==> src/flash_prog_unit_regs.svh <==
// register offsets, reset values, field positions and codes of the flash programming unit
// assumes it is included by bare name from the design modules and the bench
`ifndef FLASH_PROG_UNIT_REGS_SVH
`define FLASH_PROG_UNIT_REGS_SVH

// ---------------------------------------------------------------
// special-function register offsets
// ---------------------------------------------------------------
`define CFG_OFS 8'hE9
`define ADDR_LO_OFS 8'hEA
`define ADDR_HI_OFS 8'hEB
`define DATA_LO_OFS 8'hEC
`define DATA_HI_OFS 8'hED
`define CLK_RANGE_OFS 8'hEE

// ---------------------------------------------------------------
// reset values
// ---------------------------------------------------------------
`define CFG_RST 8'h34
`define ADDR_RST 8'h00
`define DATA_RST 8'h00
`define CLK_RANGE_RST 4'h0

// ---------------------------------------------------------------
// configuration register fields
// ---------------------------------------------------------------
`define LOCK_MSB 7
`define LOCK_LSB 6
`define IDLE_BIT 5
`define READY_BIT 4
`define BYTE_BIT 2
`define TASK_MSB 1
`define TASK_LSB 0

// ---------------------------------------------------------------
// field codes
// ---------------------------------------------------------------
`define TASK_READ 2'h0
`define TASK_MASS 2'h1
`define TASK_PAGE 2'h2
`define TASK_WRITE 2'h3
`define LOCK_CODE_PROT 2'h0
`define LOCK_CODE_STEP1 2'h1
`define LOCK_CODE_OPEN 2'h2
`define LOCK_CODE_DEAD 2'h3
`define UNLOCK_FIRST 8'hAA
`define UNLOCK_SECOND 8'h55
`define PAGE_LSB_ZERO 9'h000

`endif

==> src/flash_prog_pkg.sv <==
// types shared by the flash programming unit modules
// assumes the register header sits in the same folder
package flash_prog_pkg;
   typedef logic [7:0] byte_t; // one special-function register
   typedef logic [15:0] word_t; // flash word or byte address
   typedef enum logic [1:0] {LK_PROT, LK_STEP1, LK_OPEN, LK_DEAD} lock_t; // unlock progress
   typedef enum logic {ENG_IDLE, ENG_WAIT} eng_state_t; // flash engine phases
endpackage

==> src/flash_op_if.sv <==
// carrier between the register front end and the flash engine
// assumes both ends run on the same clock
`timescale 1ns/1ps
interface flash_op_if;
   logic start; // one-cycle launch pulse
   logic [1:0] cmd; // task code of the launched operation
   logic [15:0] addr; // byte address toward the array
   logic [15:0] wdata; // data to program
   logic byte_mode; // one byte instead of one word
   logic busy; // engine waits on the array
   logic done; // one-cycle completion pulse
   logic [1:0] done_cmd; // task code that just finished
   logic [15:0] rdata; // data returned by a read
   modport ctrl (output start, cmd, addr, wdata, byte_mode, input busy, done, done_cmd, rdata);
   modport engine (input start, cmd, addr, wdata, byte_mode, output busy, done, done_cmd, rdata);
endinterface

==> src/flash_op_engine.sv <==
// flash engine: hands one operation at a time to the program flash array
// assumes the array answers each request with one done pulse on the same clock
`timescale 1ns/1ps
`include "flash_prog_unit_regs.svh"
module flash_op_engine (
   input wire logic clk_i,
   input wire logic rst_i,
   flash_op_if.engine ops,
   input wire logic flash_done_i,
   input wire flash_prog_pkg::word_t flash_rdata_i,
   output logic flash_req_o,
   output logic [1:0] flash_cmd_o,
   output flash_prog_pkg::word_t flash_addr_o,
   output flash_prog_pkg::word_t flash_wdata_o,
   output logic flash_byte_o
);
   import flash_prog_pkg::*;

   // ---------------------------------------------------------------
   // request toward the array
   // ---------------------------------------------------------------
   eng_state_t state_reg; // engine phase
   logic done_reg; // completion pulse
   word_t rdata_reg; // captured read data

   // the front end only launches while idle, so a start is never dropped
   always_ff @(posedge clk_i) begin
      if (rst_i) begin
         state_reg <= ENG_IDLE;
         flash_req_o <= 1'b0;
         flash_cmd_o <= `TASK_READ;
         flash_addr_o <= 16'h0000;
         flash_wdata_o <= 16'h0000;
         flash_byte_o <= 1'b1;
         done_reg <= 1'b0;
         rdata_reg <= 16'h0000;
      end else begin
         done_reg <= 1'b0;
         case (state_reg)
            ENG_IDLE: begin
               if (ops.start) begin
                  // request stays high until the array answers
                  state_reg <= ENG_WAIT;
                  flash_req_o <= 1'b1;
                  flash_cmd_o <= ops.cmd;
                  flash_addr_o <= ops.addr;
                  flash_wdata_o <= ops.wdata;
                  flash_byte_o <= ops.byte_mode;
               end
            end
            default: begin
               if (flash_done_i) begin
                  state_reg <= ENG_IDLE;
                  flash_req_o <= 1'b0;
                  done_reg <= 1'b1;
                  rdata_reg <= flash_rdata_i;
               end
            end
         endcase
      end
   end

   // ---------------------------------------------------------------
   // answers to the front end
   // ---------------------------------------------------------------
   assign ops.busy = (state_reg == ENG_WAIT) || ops.start;
   assign ops.done = done_reg;
   assign ops.done_cmd = flash_cmd_o;
   assign ops.rdata = rdata_reg;
endmodule

==> src/flash_program_interface.sv <==
// flash programming unit: special-function registers, unlock guard, write buffer
// assumes the processor register port and the flash array share clk_i
//
// Function
// [RQ1] work only while the enable input is high; a buffered write still drains while it is low
// [RQ2] read, page erase, mass erase, write
// [RQ3] byte mode and word mode transfers
// [RQ4] address steps after each read or write
// [RQ5] lock stage field advances on AA, 55
// [RQ6] wrong sequence locks until reset
// [RQ7] idle flag high when nothing pending
// [RQ8] ready means idle, or buffer free
// [RQ9] config bit 2 selects byte mode
// [RQ10] bits 1:0 select the operation
// [RQ11] start only when ready, else cancel
// [RQ12] software checks idle before requests
// [RQ13] software unlocks, paces writes on ready
// [RQ14] byte mode: 16-bit address, data low
// [RQ15] word mode: 15-bit word address
// [RQ16] word mode uses both data registers
// [RQ17] page erase: page in high address
// [RQ18] data high holds upper read/write byte
// [RQ19] data low write launches flash write
// [RQ20] software sets the clock range register
// [RQ21] unlock before each write or erase; the code takes more writes until a finished job relocks
// [RQ22] page erase clears 512 byte addresses
// [RQ23] idle stays low until array finishes
// [RQ24] finished write or erase relocks unit; the code skips the relock when a write or erase is accepted in that same cycle
`timescale 1ns/1ps
`include "flash_prog_unit_regs.svh"
module flash_program_interface (
   input wire logic clk_i,
   input wire logic rst_i,
   input wire flash_prog_pkg::byte_t sfr_addr_i,
   input wire logic sfr_wr_i,
   input wire logic sfr_rd_i,
   input wire flash_prog_pkg::byte_t sfr_wdata_i,
   input wire logic unit_enable_i,
   input wire logic flash_done_i,
   input wire flash_prog_pkg::word_t flash_rdata_i,
   output flash_prog_pkg::byte_t sfr_rdata_o,
   output logic flash_req_o,
   output logic [1:0] flash_cmd_o,
   output flash_prog_pkg::word_t flash_addr_o,
   output flash_prog_pkg::word_t flash_wdata_o,
   output logic flash_byte_o,
   output logic [3:0] flash_clk_range_o
);
   import flash_prog_pkg::*;

   // ---------------------------------------------------------------
   // helpers
   // ---------------------------------------------------------------
   // register hit test, used by every decode
   function automatic logic hit(input byte_t addr, input byte_t ofs);
      hit = (addr == ofs);
   endfunction

   // byte address toward the array for a task
   function automatic word_t array_addr(input logic [1:0] task_code, input logic byte_sel,
                                        input byte_t hi, input byte_t lo);
      word_t a;
      a = 16'h0000;
      if (task_code == `TASK_MASS) begin
         a = 16'h0000;
      end else if (task_code == `TASK_PAGE) begin
         a = {hi[6:0], `PAGE_LSB_ZERO};
      end else if (byte_sel) begin
         a = {hi, lo};
      end else begin
         a = {hi[6:0], lo, 1'b0};
      end
      array_addr = a;
   endfunction

   // ---------------------------------------------------------------
   // state
   // ---------------------------------------------------------------
   flash_op_if ops (); // front end to engine
   lock_t lock_reg; // unlock progress
   lock_t lock_next;
   logic byte_reg; // transfer width select
   logic [1:0] task_reg; // selected operation
   byte_t addr_lo_reg; // operation address, low
   byte_t addr_hi_reg; // operation address, high
   byte_t data_lo_reg; // write data or last read byte
   byte_t data_hi_reg; // upper byte of the word
   logic [3:0] clk_range_reg; // array timing range
   logic buf_full_reg; // second write waiting
   word_t buf_addr_reg; // its address
   word_t buf_data_reg; // its data
   logic buf_byte_reg; // its width
   logic start_reg; // launch pulse
   logic [1:0] cmd_reg; // launched task
   word_t op_addr_reg; // launched address
   word_t op_data_reg; // launched data
   logic op_byte_reg; // launched width

   // ---------------------------------------------------------------
   // decode
   // ---------------------------------------------------------------
   wire wr_cfg = sfr_wr_i && hit(sfr_addr_i, `CFG_OFS);
   wire wr_alo = sfr_wr_i && hit(sfr_addr_i, `ADDR_LO_OFS);
   wire wr_ahi = sfr_wr_i && hit(sfr_addr_i, `ADDR_HI_OFS);
   wire wr_dlo = sfr_wr_i && hit(sfr_addr_i, `DATA_LO_OFS);
   wire wr_dhi = sfr_wr_i && hit(sfr_addr_i, `DATA_HI_OFS);
   wire wr_clk = sfr_wr_i && hit(sfr_addr_i, `CLK_RANGE_OFS);
   wire [1:0] new_task = sfr_wdata_i[`TASK_MSB:`TASK_LSB];
   // data low bytes consumed by the unlock sequence never reach the array
   wire unlock_byte = wr_dlo && ((lock_reg == LK_PROT && sfr_wdata_i == `UNLOCK_FIRST)
                      || lock_reg == LK_STEP1); // see [RQ5]
   wire write_req = wr_dlo && task_reg == `TASK_WRITE && !unlock_byte; // see [RQ19]
   wire erase_req = wr_cfg && (new_task == `TASK_MASS || new_task == `TASK_PAGE); // see [RQ2]
   wire read_req = wr_cfg && new_task == `TASK_READ; // see [RQ10]
   wire busy = ops.busy || start_reg;
   // in write mode ready means the second buffer is free
   wire ready = (task_reg == `TASK_WRITE) ? !buf_full_reg : !busy; // see [RQ8]
   // idle only once returned data has landed and no write waits
   wire idle = !busy && !buf_full_reg && !ops.done; // see [RQ7] [RQ23]
   wire is_open = lock_reg == LK_OPEN;
   // a task change out of write mode must not launch over a write in flight or waiting
   wire engine_free = !busy && !buf_full_reg;
   wire read_acc = read_req && ready && engine_free && unit_enable_i; // see [RQ1] [RQ11]
   wire erase_acc = erase_req && ready && engine_free && unit_enable_i && is_open; // see [RQ11]
   wire write_acc = write_req && ready && unit_enable_i && is_open; // see [RQ11]
   wire [1:0] acc_task = wr_cfg ? new_task : task_reg;
   wire acc_byte = wr_cfg ? sfr_wdata_i[`BYTE_BIT] : byte_reg; // see [RQ9]
   wire word_t acc_addr = array_addr(acc_task, acc_byte, addr_hi_reg, addr_lo_reg); // see [RQ14] [RQ15] [RQ22]
   wire word_t acc_data = {data_hi_reg, sfr_wdata_i}; // see [RQ16] [RQ18]
   // a write goes straight out only when the engine is free
   wire write_now = write_acc && !busy;
   wire drain = buf_full_reg && !busy;
   wire launch = read_acc || erase_acc || write_now || drain;
   wire step_addr = read_acc || write_acc; // see [RQ4]
   wire word_t addr_cur = {addr_hi_reg, addr_lo_reg};
   wire word_t addr_inc = byte_reg ? 16'(addr_cur + 16'h0001)
                                   : {1'b0, 15'(addr_cur[14:0] + 15'h0001)}; // see [RQ3]
   wire relock = ops.done && ops.done_cmd != `TASK_READ;
   wire byte_t cfg_view = {lock_reg, idle, ready, 1'b0, byte_reg, task_reg};
   wire byte_t rd_mux = hit(sfr_addr_i, `CFG_OFS) ? cfg_view :
                        hit(sfr_addr_i, `ADDR_LO_OFS) ? addr_lo_reg :
                        hit(sfr_addr_i, `ADDR_HI_OFS) ? addr_hi_reg :
                        hit(sfr_addr_i, `DATA_LO_OFS) ? data_lo_reg :
                        hit(sfr_addr_i, `DATA_HI_OFS) ? data_hi_reg :
                        hit(sfr_addr_i, `CLK_RANGE_OFS) ? {4'h0, clk_range_reg} : 8'h00;

   // ---------------------------------------------------------------
   // unlock guard
   // ---------------------------------------------------------------
   // a locked-out unit stays so until reset; guarded requests while shut and enabled lock it out
   always_comb begin
      lock_next = lock_reg;
      if (lock_reg == LK_DEAD) begin
         lock_next = LK_DEAD; // see [RQ6]
      end else if (!unit_enable_i) begin
         lock_next = relock ? LK_PROT : lock_reg; // a finished job still relocks, see [RQ24]
      end else if (wr_dlo && lock_reg == LK_PROT && sfr_wdata_i == `UNLOCK_FIRST) begin
         lock_next = LK_STEP1; // see [RQ5]
      end else if (wr_dlo && lock_reg == LK_STEP1) begin
         lock_next = (sfr_wdata_i == `UNLOCK_SECOND) ? LK_OPEN : LK_DEAD; // see [RQ5] [RQ6]
      end else if ((write_req || erase_req) && !is_open) begin
         lock_next = LK_DEAD; // see [RQ6]
      end else if (relock && !write_acc && !erase_acc) begin
         lock_next = LK_PROT; // see [RQ24]
      end
   end

   // ---------------------------------------------------------------
   // configuration and lock registers
   // ---------------------------------------------------------------
   // status bits are computed, only lock, width, task and clock range are stored
   always_ff @(posedge clk_i) begin
      if (rst_i) begin
         lock_reg <= LK_PROT;
         byte_reg <= 1'b1;
         task_reg <= `TASK_READ;
         clk_range_reg <= `CLK_RANGE_RST;
      end else begin
         lock_reg <= lock_next;
         if (wr_cfg) begin
            byte_reg <= sfr_wdata_i[`BYTE_BIT]; // see [RQ9]
            task_reg <= new_task; // see [RQ10]
         end
         if (wr_clk) begin
            clk_range_reg <= sfr_wdata_i[3:0];
         end
      end
   end

   // ---------------------------------------------------------------
   // address registers
   // ---------------------------------------------------------------
   // a software write in the same cycle beats the automatic step
   always_ff @(posedge clk_i) begin
      if (rst_i) begin
         addr_lo_reg <= `ADDR_RST;
         addr_hi_reg <= `ADDR_RST;
      end else begin
         if (wr_alo) begin
            addr_lo_reg <= sfr_wdata_i;
         end else if (step_addr) begin
            addr_lo_reg <= addr_inc[7:0]; // see [RQ4]
         end
         if (wr_ahi) begin
            addr_hi_reg <= sfr_wdata_i;
         end else if (step_addr) begin
            addr_hi_reg <= addr_inc[15:8]; // see [RQ4]
         end
      end
   end

   // ---------------------------------------------------------------
   // data registers
   // ---------------------------------------------------------------
   // returned read data wins over a software write in the same cycle
   always_ff @(posedge clk_i) begin
      if (rst_i) begin
         data_lo_reg <= `DATA_RST;
         data_hi_reg <= `DATA_RST;
      end else if (ops.done && ops.done_cmd == `TASK_READ) begin
         data_lo_reg <= ops.rdata[7:0]; // see [RQ14]
         if (!op_byte_reg) begin
            data_hi_reg <= ops.rdata[15:8]; // see [RQ16] [RQ18]
         end
      end else begin
         if (wr_dlo) begin
            data_lo_reg <= sfr_wdata_i;
         end
         if (wr_dhi) begin
            data_hi_reg <= sfr_wdata_i;
         end
      end
   end

   // ---------------------------------------------------------------
   // double buffer for writes
   // ---------------------------------------------------------------
   // one write may wait behind the one in flight; a third is cancelled
   always_ff @(posedge clk_i) begin
      if (rst_i) begin
         buf_full_reg <= 1'b0;
         buf_addr_reg <= 16'h0000;
         buf_data_reg <= 16'h0000;
         buf_byte_reg <= 1'b1;
      end else if (write_acc && busy) begin
         buf_full_reg <= 1'b1;
         buf_addr_reg <= acc_addr;
         buf_data_reg <= acc_data;
         buf_byte_reg <= byte_reg;
      end else if (drain) begin
         buf_full_reg <= 1'b0;
      end
   end

   // ---------------------------------------------------------------
   // launch toward the engine
   // ---------------------------------------------------------------
   always_ff @(posedge clk_i) begin
      if (rst_i) begin
         start_reg <= 1'b0;
         cmd_reg <= `TASK_READ;
         op_addr_reg <= 16'h0000;
         op_data_reg <= 16'h0000;
         op_byte_reg <= 1'b1;
      end else begin
         start_reg <= launch;
         if (drain) begin
            cmd_reg <= `TASK_WRITE;
            op_addr_reg <= buf_addr_reg;
            op_data_reg <= buf_data_reg;
            op_byte_reg <= buf_byte_reg;
         end else if (launch) begin
            cmd_reg <= acc_task;
            op_addr_reg <= acc_addr;
            op_data_reg <= acc_data;
            op_byte_reg <= acc_byte;
         end
      end
   end

   assign ops.start = start_reg;
   assign ops.cmd = cmd_reg;
   assign ops.addr = op_addr_reg;
   assign ops.wdata = op_data_reg;
   assign ops.byte_mode = op_byte_reg;

   // ---------------------------------------------------------------
   // register read port
   // ---------------------------------------------------------------
   // read data is registered, so it appears one edge after the strobe
   always_ff @(posedge clk_i) begin
      if (rst_i) begin
         sfr_rdata_o <= 8'h00;
      end else if (sfr_rd_i) begin
         sfr_rdata_o <= rd_mux;
      end
   end

   assign flash_clk_range_o = clk_range_reg;

   flash_op_engine engine (
      .clk_i(clk_i),
      .rst_i(rst_i),
      .ops(ops),
      .flash_done_i(flash_done_i),
      .flash_rdata_i(flash_rdata_i),
      .flash_req_o(flash_req_o),
      .flash_cmd_o(flash_cmd_o),
      .flash_addr_o(flash_addr_o),
      .flash_wdata_o(flash_wdata_o),
      .flash_byte_o(flash_byte_o)
   );
endmodule

==> config.mk <==
export PLATFORM = sky130hd
export DESIGN_NAME = flash_program_interface
export DESIGN_NICKNAME = d
export VERILOG_FILES = /design/src/flash_prog_pkg.sv /design/src/flash_op_if.sv /design/src/flash_op_engine.sv /design/src/flash_program_interface.sv
export VERILOG_INCLUDE_DIRS = /design/src
export SDC_FILE = /design/constraint.sdc
export NUM_CORES = 1
export LEC_CHECK = 0
export BUFFER_PORTS_ARGS = -buffer_cell sky130_fd_sc_hd__buf_2
export CAP_MARGIN = 20
export CORE_ASPECT_RATIO = 0.7
export CORE_MARGIN = 2
export CORE_UTILIZATION = 64
export DETAILED_ROUTE_END_ITERATION = 8
export PLACE_DENSITY = 0.86
export SLEW_MARGIN = 20
export SYNTH_ARGS = -nofsm -noshare
export SYNTH_HDL_FRONTEND = slang
export SYNTH_HIERARCHICAL = 1
export SYNTH_SLANG_ARGS = --single-unit
export TNS_END_PERCENT = 10
==> constraint.sdc <==
create_clock -name clk_i -period 6.2 [get_ports clk_i]
set_input_delay 1.24 -clock clk_i [delete_from_list [all_inputs] [get_ports clk_i]]
set_output_delay 1.24 -clock clk_i [all_outputs]
set_load 0.1 [all_outputs]
---- Word-level counts from Yosys, hierarchy flattened ----
Cells that the tools add are included.
cells by class
  $add $sub $neg .......................... 2
  equal/unequal tests ..................... 19
  reduce and logical (&&, ||, !) cells .... 69
  bitwise operators ....................... 1
  mux-type cells .......................... 47
operators by type and width
  cell                                                                     number
  16-bit 2-to-1 mux                                                        8
  8-bit 2-to-1 mux                                                         14
  8-bit == test, second input constant                                     7
  1-bit logical AND                                                        35
  2-bit 2-to-1 mux                                                         10
  16-bit by 1-bit adder with 16-bit output, second input constant          1
  2-bit nonzero test                                                       8
  15-bit by 1-bit adder with 15-bit output, second input constant          1
  1-bit 2-to-1 mux                                                         14
  2-bit == test, second input constant                                     5
  2-bit AND reduction                                                      5
  1-bit logical OR                                                         9
  8-bit by 7-bit == test with 1-bit output, second input constant          1
  1-bit logical NOT                                                        7
  2-bit by 1-bit == test with 1-bit output, second input constant          3
  2-bit logical NOT                                                        3
  6-bit by 1-bit inequality test with 1-bit output, second input constant  1
  4-bit 2-to-1 mux                                                         1
  2-bit inequality test, second input constant                             2
  3-bit nonzero test                                                       1
  2-bit OR reduction                                                       1
  1-bit inverter                                                           1
word-level totals
  word-level logic and storage cells ...... 164
  input bits .............................. 38
  register bits ........................... 173
  output and inout bits ................... 48

---- Logic depth before layout (Yosys ltp) ----
  depth after elaboration ................. 18
  depth in mapped cells ................... 11
  depth with buffers taken out ............ 8

---- Cells and area by module ----
Netlist, hierarchy kept.
by module, submodules not included
  module                   cells an instance  area each (µm²)  times used  seq. area each (µm²)
  flash_program_interface  728                5924.4           1           2382.3
  flash_op_engine          243                2567.5           1           1081.0

---- Worst setup path after synthesis ----
OpenSTA, ideal clock, no wires.
  path type ............................... input to register
  start point ............................. input sfr_wdata_i[0]
  end point ............................... register cmd_reg[0]
  stages on the path ...................... 10
  path buffers ............................ 3
  arrival time ............................ 2989 ps
  library setup time ...................... 88 ps
  data required time ...................... 6112 ps
  slack ................................... 3123 ps
  cells stage by stage .................... buf_2 > inv_1 > ha_1 > and3b_1 > o21ai_0 > nor2_2 > or2_1 > buf_4 > buf_2 > a311oi_2
on the way
  cells in the longest elaborated chain, start to end .. 13
  elaborated cells on any way between the ends .. 30
  those cells by class .................... eq/ne: 3; mux: 3; reduce/logical: 24
RTL lines
  what                             RTL line                        RTL
  from (decl)                      flash_program_interface.sv:37   input wire flash_prog_pkg::byte_t sfr_wdata_i,
  8-bit == test (no line)          -
  1-bit logical AND (no line)      -
  1-bit logical OR                 flash_program_interface.sv:110  wire unlock_byte = wr_dlo && ((lock_reg == LK_PROT && sfr_wdata_i == `UNLOCK_FIRST)
  1-bit logical AND                flash_program_interface.sv:110
  1-bit logical NOT                flash_program_interface.sv:112  wire write_req = wr_dlo && task_reg == `TASK_WRITE && !unlock_byte;
  1-bit logical AND                flash_program_interface.sv:112
  1-bit logical AND (3 in series)  flash_program_interface.sv:125  wire write_acc = write_req && ready && unit_enable_i && is_open;
  1-bit logical AND                flash_program_interface.sv:131  wire write_now = write_acc && !busy;
  1-bit logical OR (2 in series)   flash_program_interface.sv:133  wire launch = read_acc || erase_acc || write_now || drain;
  2-bit nonzero test (no line)     -
  to (signal assigned)             flash_program_interface.sv:261  cmd_reg <= `TASK_READ;
  to (signal assigned)             flash_program_interface.sv:268  cmd_reg <= `TASK_WRITE;
  to (signal assigned)             flash_program_interface.sv:273  cmd_reg <= acc_task;
  to (decl)                        flash_program_interface.sv:94   logic [1:0] cmd_reg;
Parallel ways exist; a longest one is shown, timed or not. The select of a mux whose other input is x is not followed.
A chain may end at the register's enable or synchronous reset.

---- Worst setup path after layout ----
  start point ............................. input sfr_addr_i[0]
  end point ............................... register op_data_reg[15]
on the way
  cells in the longest elaborated chain, start to end .. 12
  elaborated cells on any way between the ends .. 25
  those cells by class .................... eq/ne: 2; reduce/logical: 23
RTL lines
  what                                RTL line                        RTL
  from (decl)                         flash_program_interface.sv:34   input wire flash_prog_pkg::byte_t sfr_addr_i,
  8-bit == test                       flash_program_interface.sv:56   hit = (addr == ofs);
  1-bit logical AND                   flash_program_interface.sv:105  wire wr_dlo = sfr_wr_i && hit(sfr_addr_i, `DATA_LO_OFS);
  1-bit logical AND                   flash_program_interface.sv:110
  1-bit logical NOT                   flash_program_interface.sv:112
  1-bit logical AND                   flash_program_interface.sv:112
  1-bit logical AND (3 in series)     flash_program_interface.sv:125
  1-bit logical AND                   flash_program_interface.sv:131
  1-bit logical OR (*) (2 in series)  flash_program_interface.sv:133
  2-bit nonzero test (no line) (*)    -
  to (signal assigned)                flash_program_interface.sv:270  op_data_reg <= buf_data_reg;
  to (signal assigned)                flash_program_interface.sv:275  op_data_reg <= acc_data;
  to (decl)                           flash_program_interface.sv:96   word_t op_data_reg;
Mark *: on every way between the ends. The rest lies on a longest branch, timed or not.

==> results.json <==
{
  "status": "completed",
  "die_w_um": 142,
  "area_growth_pct": 10.4,
  "async_reset_ff_frac": 0,
  "overflow": 0,
  "antenna_found_initial": 0,
  "pin_count": 86,
  "grt_max_degree": 92,
  "critPathMaxStageDelay_ns": 0.57,
  "num_vias": 7576,
  "routedWlPerCell_um": 19.0,
  "cp_cell_sequence": "buf_2 -> and2b_4 -> nand4_2 -> nor2_2 -> or2_1 -> buf_4 -> nor2_1 -> a311oi_1",
  "cts.path.max_buffers": 2,
  "die_h_um": 100,
  "fmax_mhz": 284,
  "syn_inst": 971,
  "netlist_area_sq_um": 8490,
  "io_buffer_count": 85,
  "fin_ws_ns": 2.68,
  "globalplace.congestion": 0.973,
  "maxCapViolCount": 0,
  "start_kind": "primary input",
  "leakagePower_uw": 0.00344,
  "remaining_drc_errors": 0,
  "synth.distinct_cells": 71,
  "insertion_delay_ns": 0.43,
  "synth_warnings": 6,
  "mostFrequentLayoutCell": "dfxtp_1",
  "drt_wl_total_um": 22400,
  "max_slew_margin": 0.403,
  "hpwl_um": 14600,
  "min_path_type": "reg2reg",
  "fp.dieArea_sq_um": 14200,
  "tightest_slew_ns": 0.893,
  "grt_pass1_vias": 6833,
  "drt_iter0_markers": 661,
  "dr.pass1.iters": 5,
  "final_cell_mix": "172 x dfxtp_1, 101 x nand2_1, 96 x nor2_1, 84 x buf_2, 72 x a21oi_1",
  "syn_avg_cell_area_sq_um": 8.75,
  "grt_pass1_wl_um": 36200,
  "vdd_ir_drop_max_mv": 0.207,
  "setup_viol": 0,
  "viasPerCell": 6.42,
  "cts.sinks": 173,
  "cts_tree": "built",
  "cts_root_buffer": "clkbuf_16",
  "finalHoldViolCount": 0,
  "drv_slew": 0,
  "path_clk_slew_ns": 0.07,
  "initial_core_util": 0.651,
  "p_per_area_nw_per_um2": 251,
  "cts_setup_buffers": 0,
  "pre_cts_ws_ns": 2.32,
  "cts_made_buffers": 17,
  "ys_seq_area_frac": 0.408,
  "cts_resized": 0,
  "fin_crit_sh": 0.568,
  "nets": 1043,
  "ant_nets": 0,
  "crit_buf_inv": 2,
  "grt_usage": 0.322,
  "diodes": 0,
  "rows": 35,
  "setup_tns_ns": 0,
  "core_sq_um": 13100,
  "fin_skew_ns": 0.0111,
  "hold_buffers": 0,
  "synth_nets": 1013,
  "ys_seq_elements": 173,
  "cp-end-kind": "register",
  "htreeDepth": 4,
  "synth_ff_type": "dfxtp_1",
  "rsz0062_at_grt": "false",
  "layout_min_cycle_time_ns": 3.52,
  "cp.arrival_ns": 3.84,
  "worstSetupPathType": "in2reg",
  "critPathMaxFanout": 24,
  "crit_required_ns": 6.51,
  "synth_edf_count": 0,
  "crit_family": "simple AND/OR/NAND/NOR gates",
  "drive_gt1_frac": 0.179,
  "cp_slowest_cell": "or2_1"
}
## path summary, 6_finish.rpt
path | cells after the start | startpoint | slack [ns] | endpoint
max | 8 | sfr_addr_i[0] | 2.68 | op_data_reg[15]
min | 2 | buf_data_reg[14] | 0.46 | buf_data_reg[14]
max reg2reg | 7 | engine/state_reg | 3.00 | op_addr_reg[1]
min reg2reg | 2 | buf_data_reg[14] | 0.46 | buf_data_reg[14]
## where the power goes
group | internal (uW) | switching [uW] | total [uW]
Sequential | 1110 | 1.61 | 1110
Clock | 657 | 476 | 1130
Combinational | 30.8 | 72.7 | 104
Total | 1800 | 550 | 2350
## routing by layer
layer | track usage | vias up | part of all wire
met5 | 0 | - | 0
met4 | 0.106 | 0 | 0.020
met3 | 0.0487 | 37 | 0.087
met2 | 0.484 | 379 | 0.43
met1 | 0.477 | 3585 | 0.46
li1 | - | 3575 | -
## metrics by stage
stage	hold WS, ns	power (uW)	std cells	cell area [sq um]	util
final	0.455	2350	1180	9370	0.718
after global routing	0.467	2410	1180	9370	0.718
after CTS	0.454	2350	1179	9360	0.717
after detailed placement	0.444	1240	1147	8740	0.670
after global placement	0.438	1240	1147	8740	0.670
after floorplan	0.432	1210	971	8490	-
## cells in the mapped netlist (3+ instances only)
library cell,count,area (sq um)
a2bb2oi_1,3,26.3
buf_2,21,105
nand4bb_1,34,383
xnor2_1,4,35.0
a21oi_1,72,360
nand2_1,101,379
o22ai_1,5,31.3
a31oi_1,4,25.0
nor3_1,10,50.1
a311oi_1,26,228
a32oi_1,5,43.8
and3_1,9,56.3
a221oi_1,7,61.3
o21ai_0,26,130
a22oi_1,15,113
nand3b_1,8,60.1
or3_1,3,18.8
o21ai_2,30,263
nand2b_1,42,263
buf_6,6,67.6
a21bo_1,16,160
nor2_1,96,360
a211oi_1,25,188
or2_1,3,18.8
dfxtp_1,173,3460
ha_1,4,50.1
buf_12,3,60.1
inv_1,12,45.0
or2_2,4,25.0
nand4_1,6,37.5
o21ai_1,4,20.0
clkbuf_1,44,165
and4b_1,3,30.0
mux2i_1,33,330
and4_1,3,26.3
nand3_1,39,195
nor2b_1,11,68.8
o32ai_1,3,26.3
and2_1,6,37.5
buf_4,10,75.1
## final cells by class
type / count / area, sq um
clock inverters: 13 / 183
repair buffers: 96 / 508
inverters: 12 / 45.0
clock buffers: 19 / 443
fillers: 1018 / 3680
well taps: 166 / 208
multi-input cells: 701 / 4520
flip-flops and latches: 173 / 3460
## cell families (layout without fill, tap and decap cells)
kind of cell / Yosys count / after routing / share of synthesized area
buffers and inverters: 97 / 140 / 0.0616
xor gates and xnor gates: 4 / 4 / 0.00413
and+or+nand+nor: 399 / 399 / 0.260
muxes: 36 / 36 / 0.0442
DFF: 173 / 173 / 0.408
AOI/OAI and AO/OA: 258 / 258 / 0.217
adders and majority gates: 4 / 4 / 0.00589
## worst min-delay path: stages (launching register included)
cell     delay [ns]
dfxtp_1        0.31
nand2_1        0.05
a21oi_1        0.05
(Power assumes the default switching activity.)
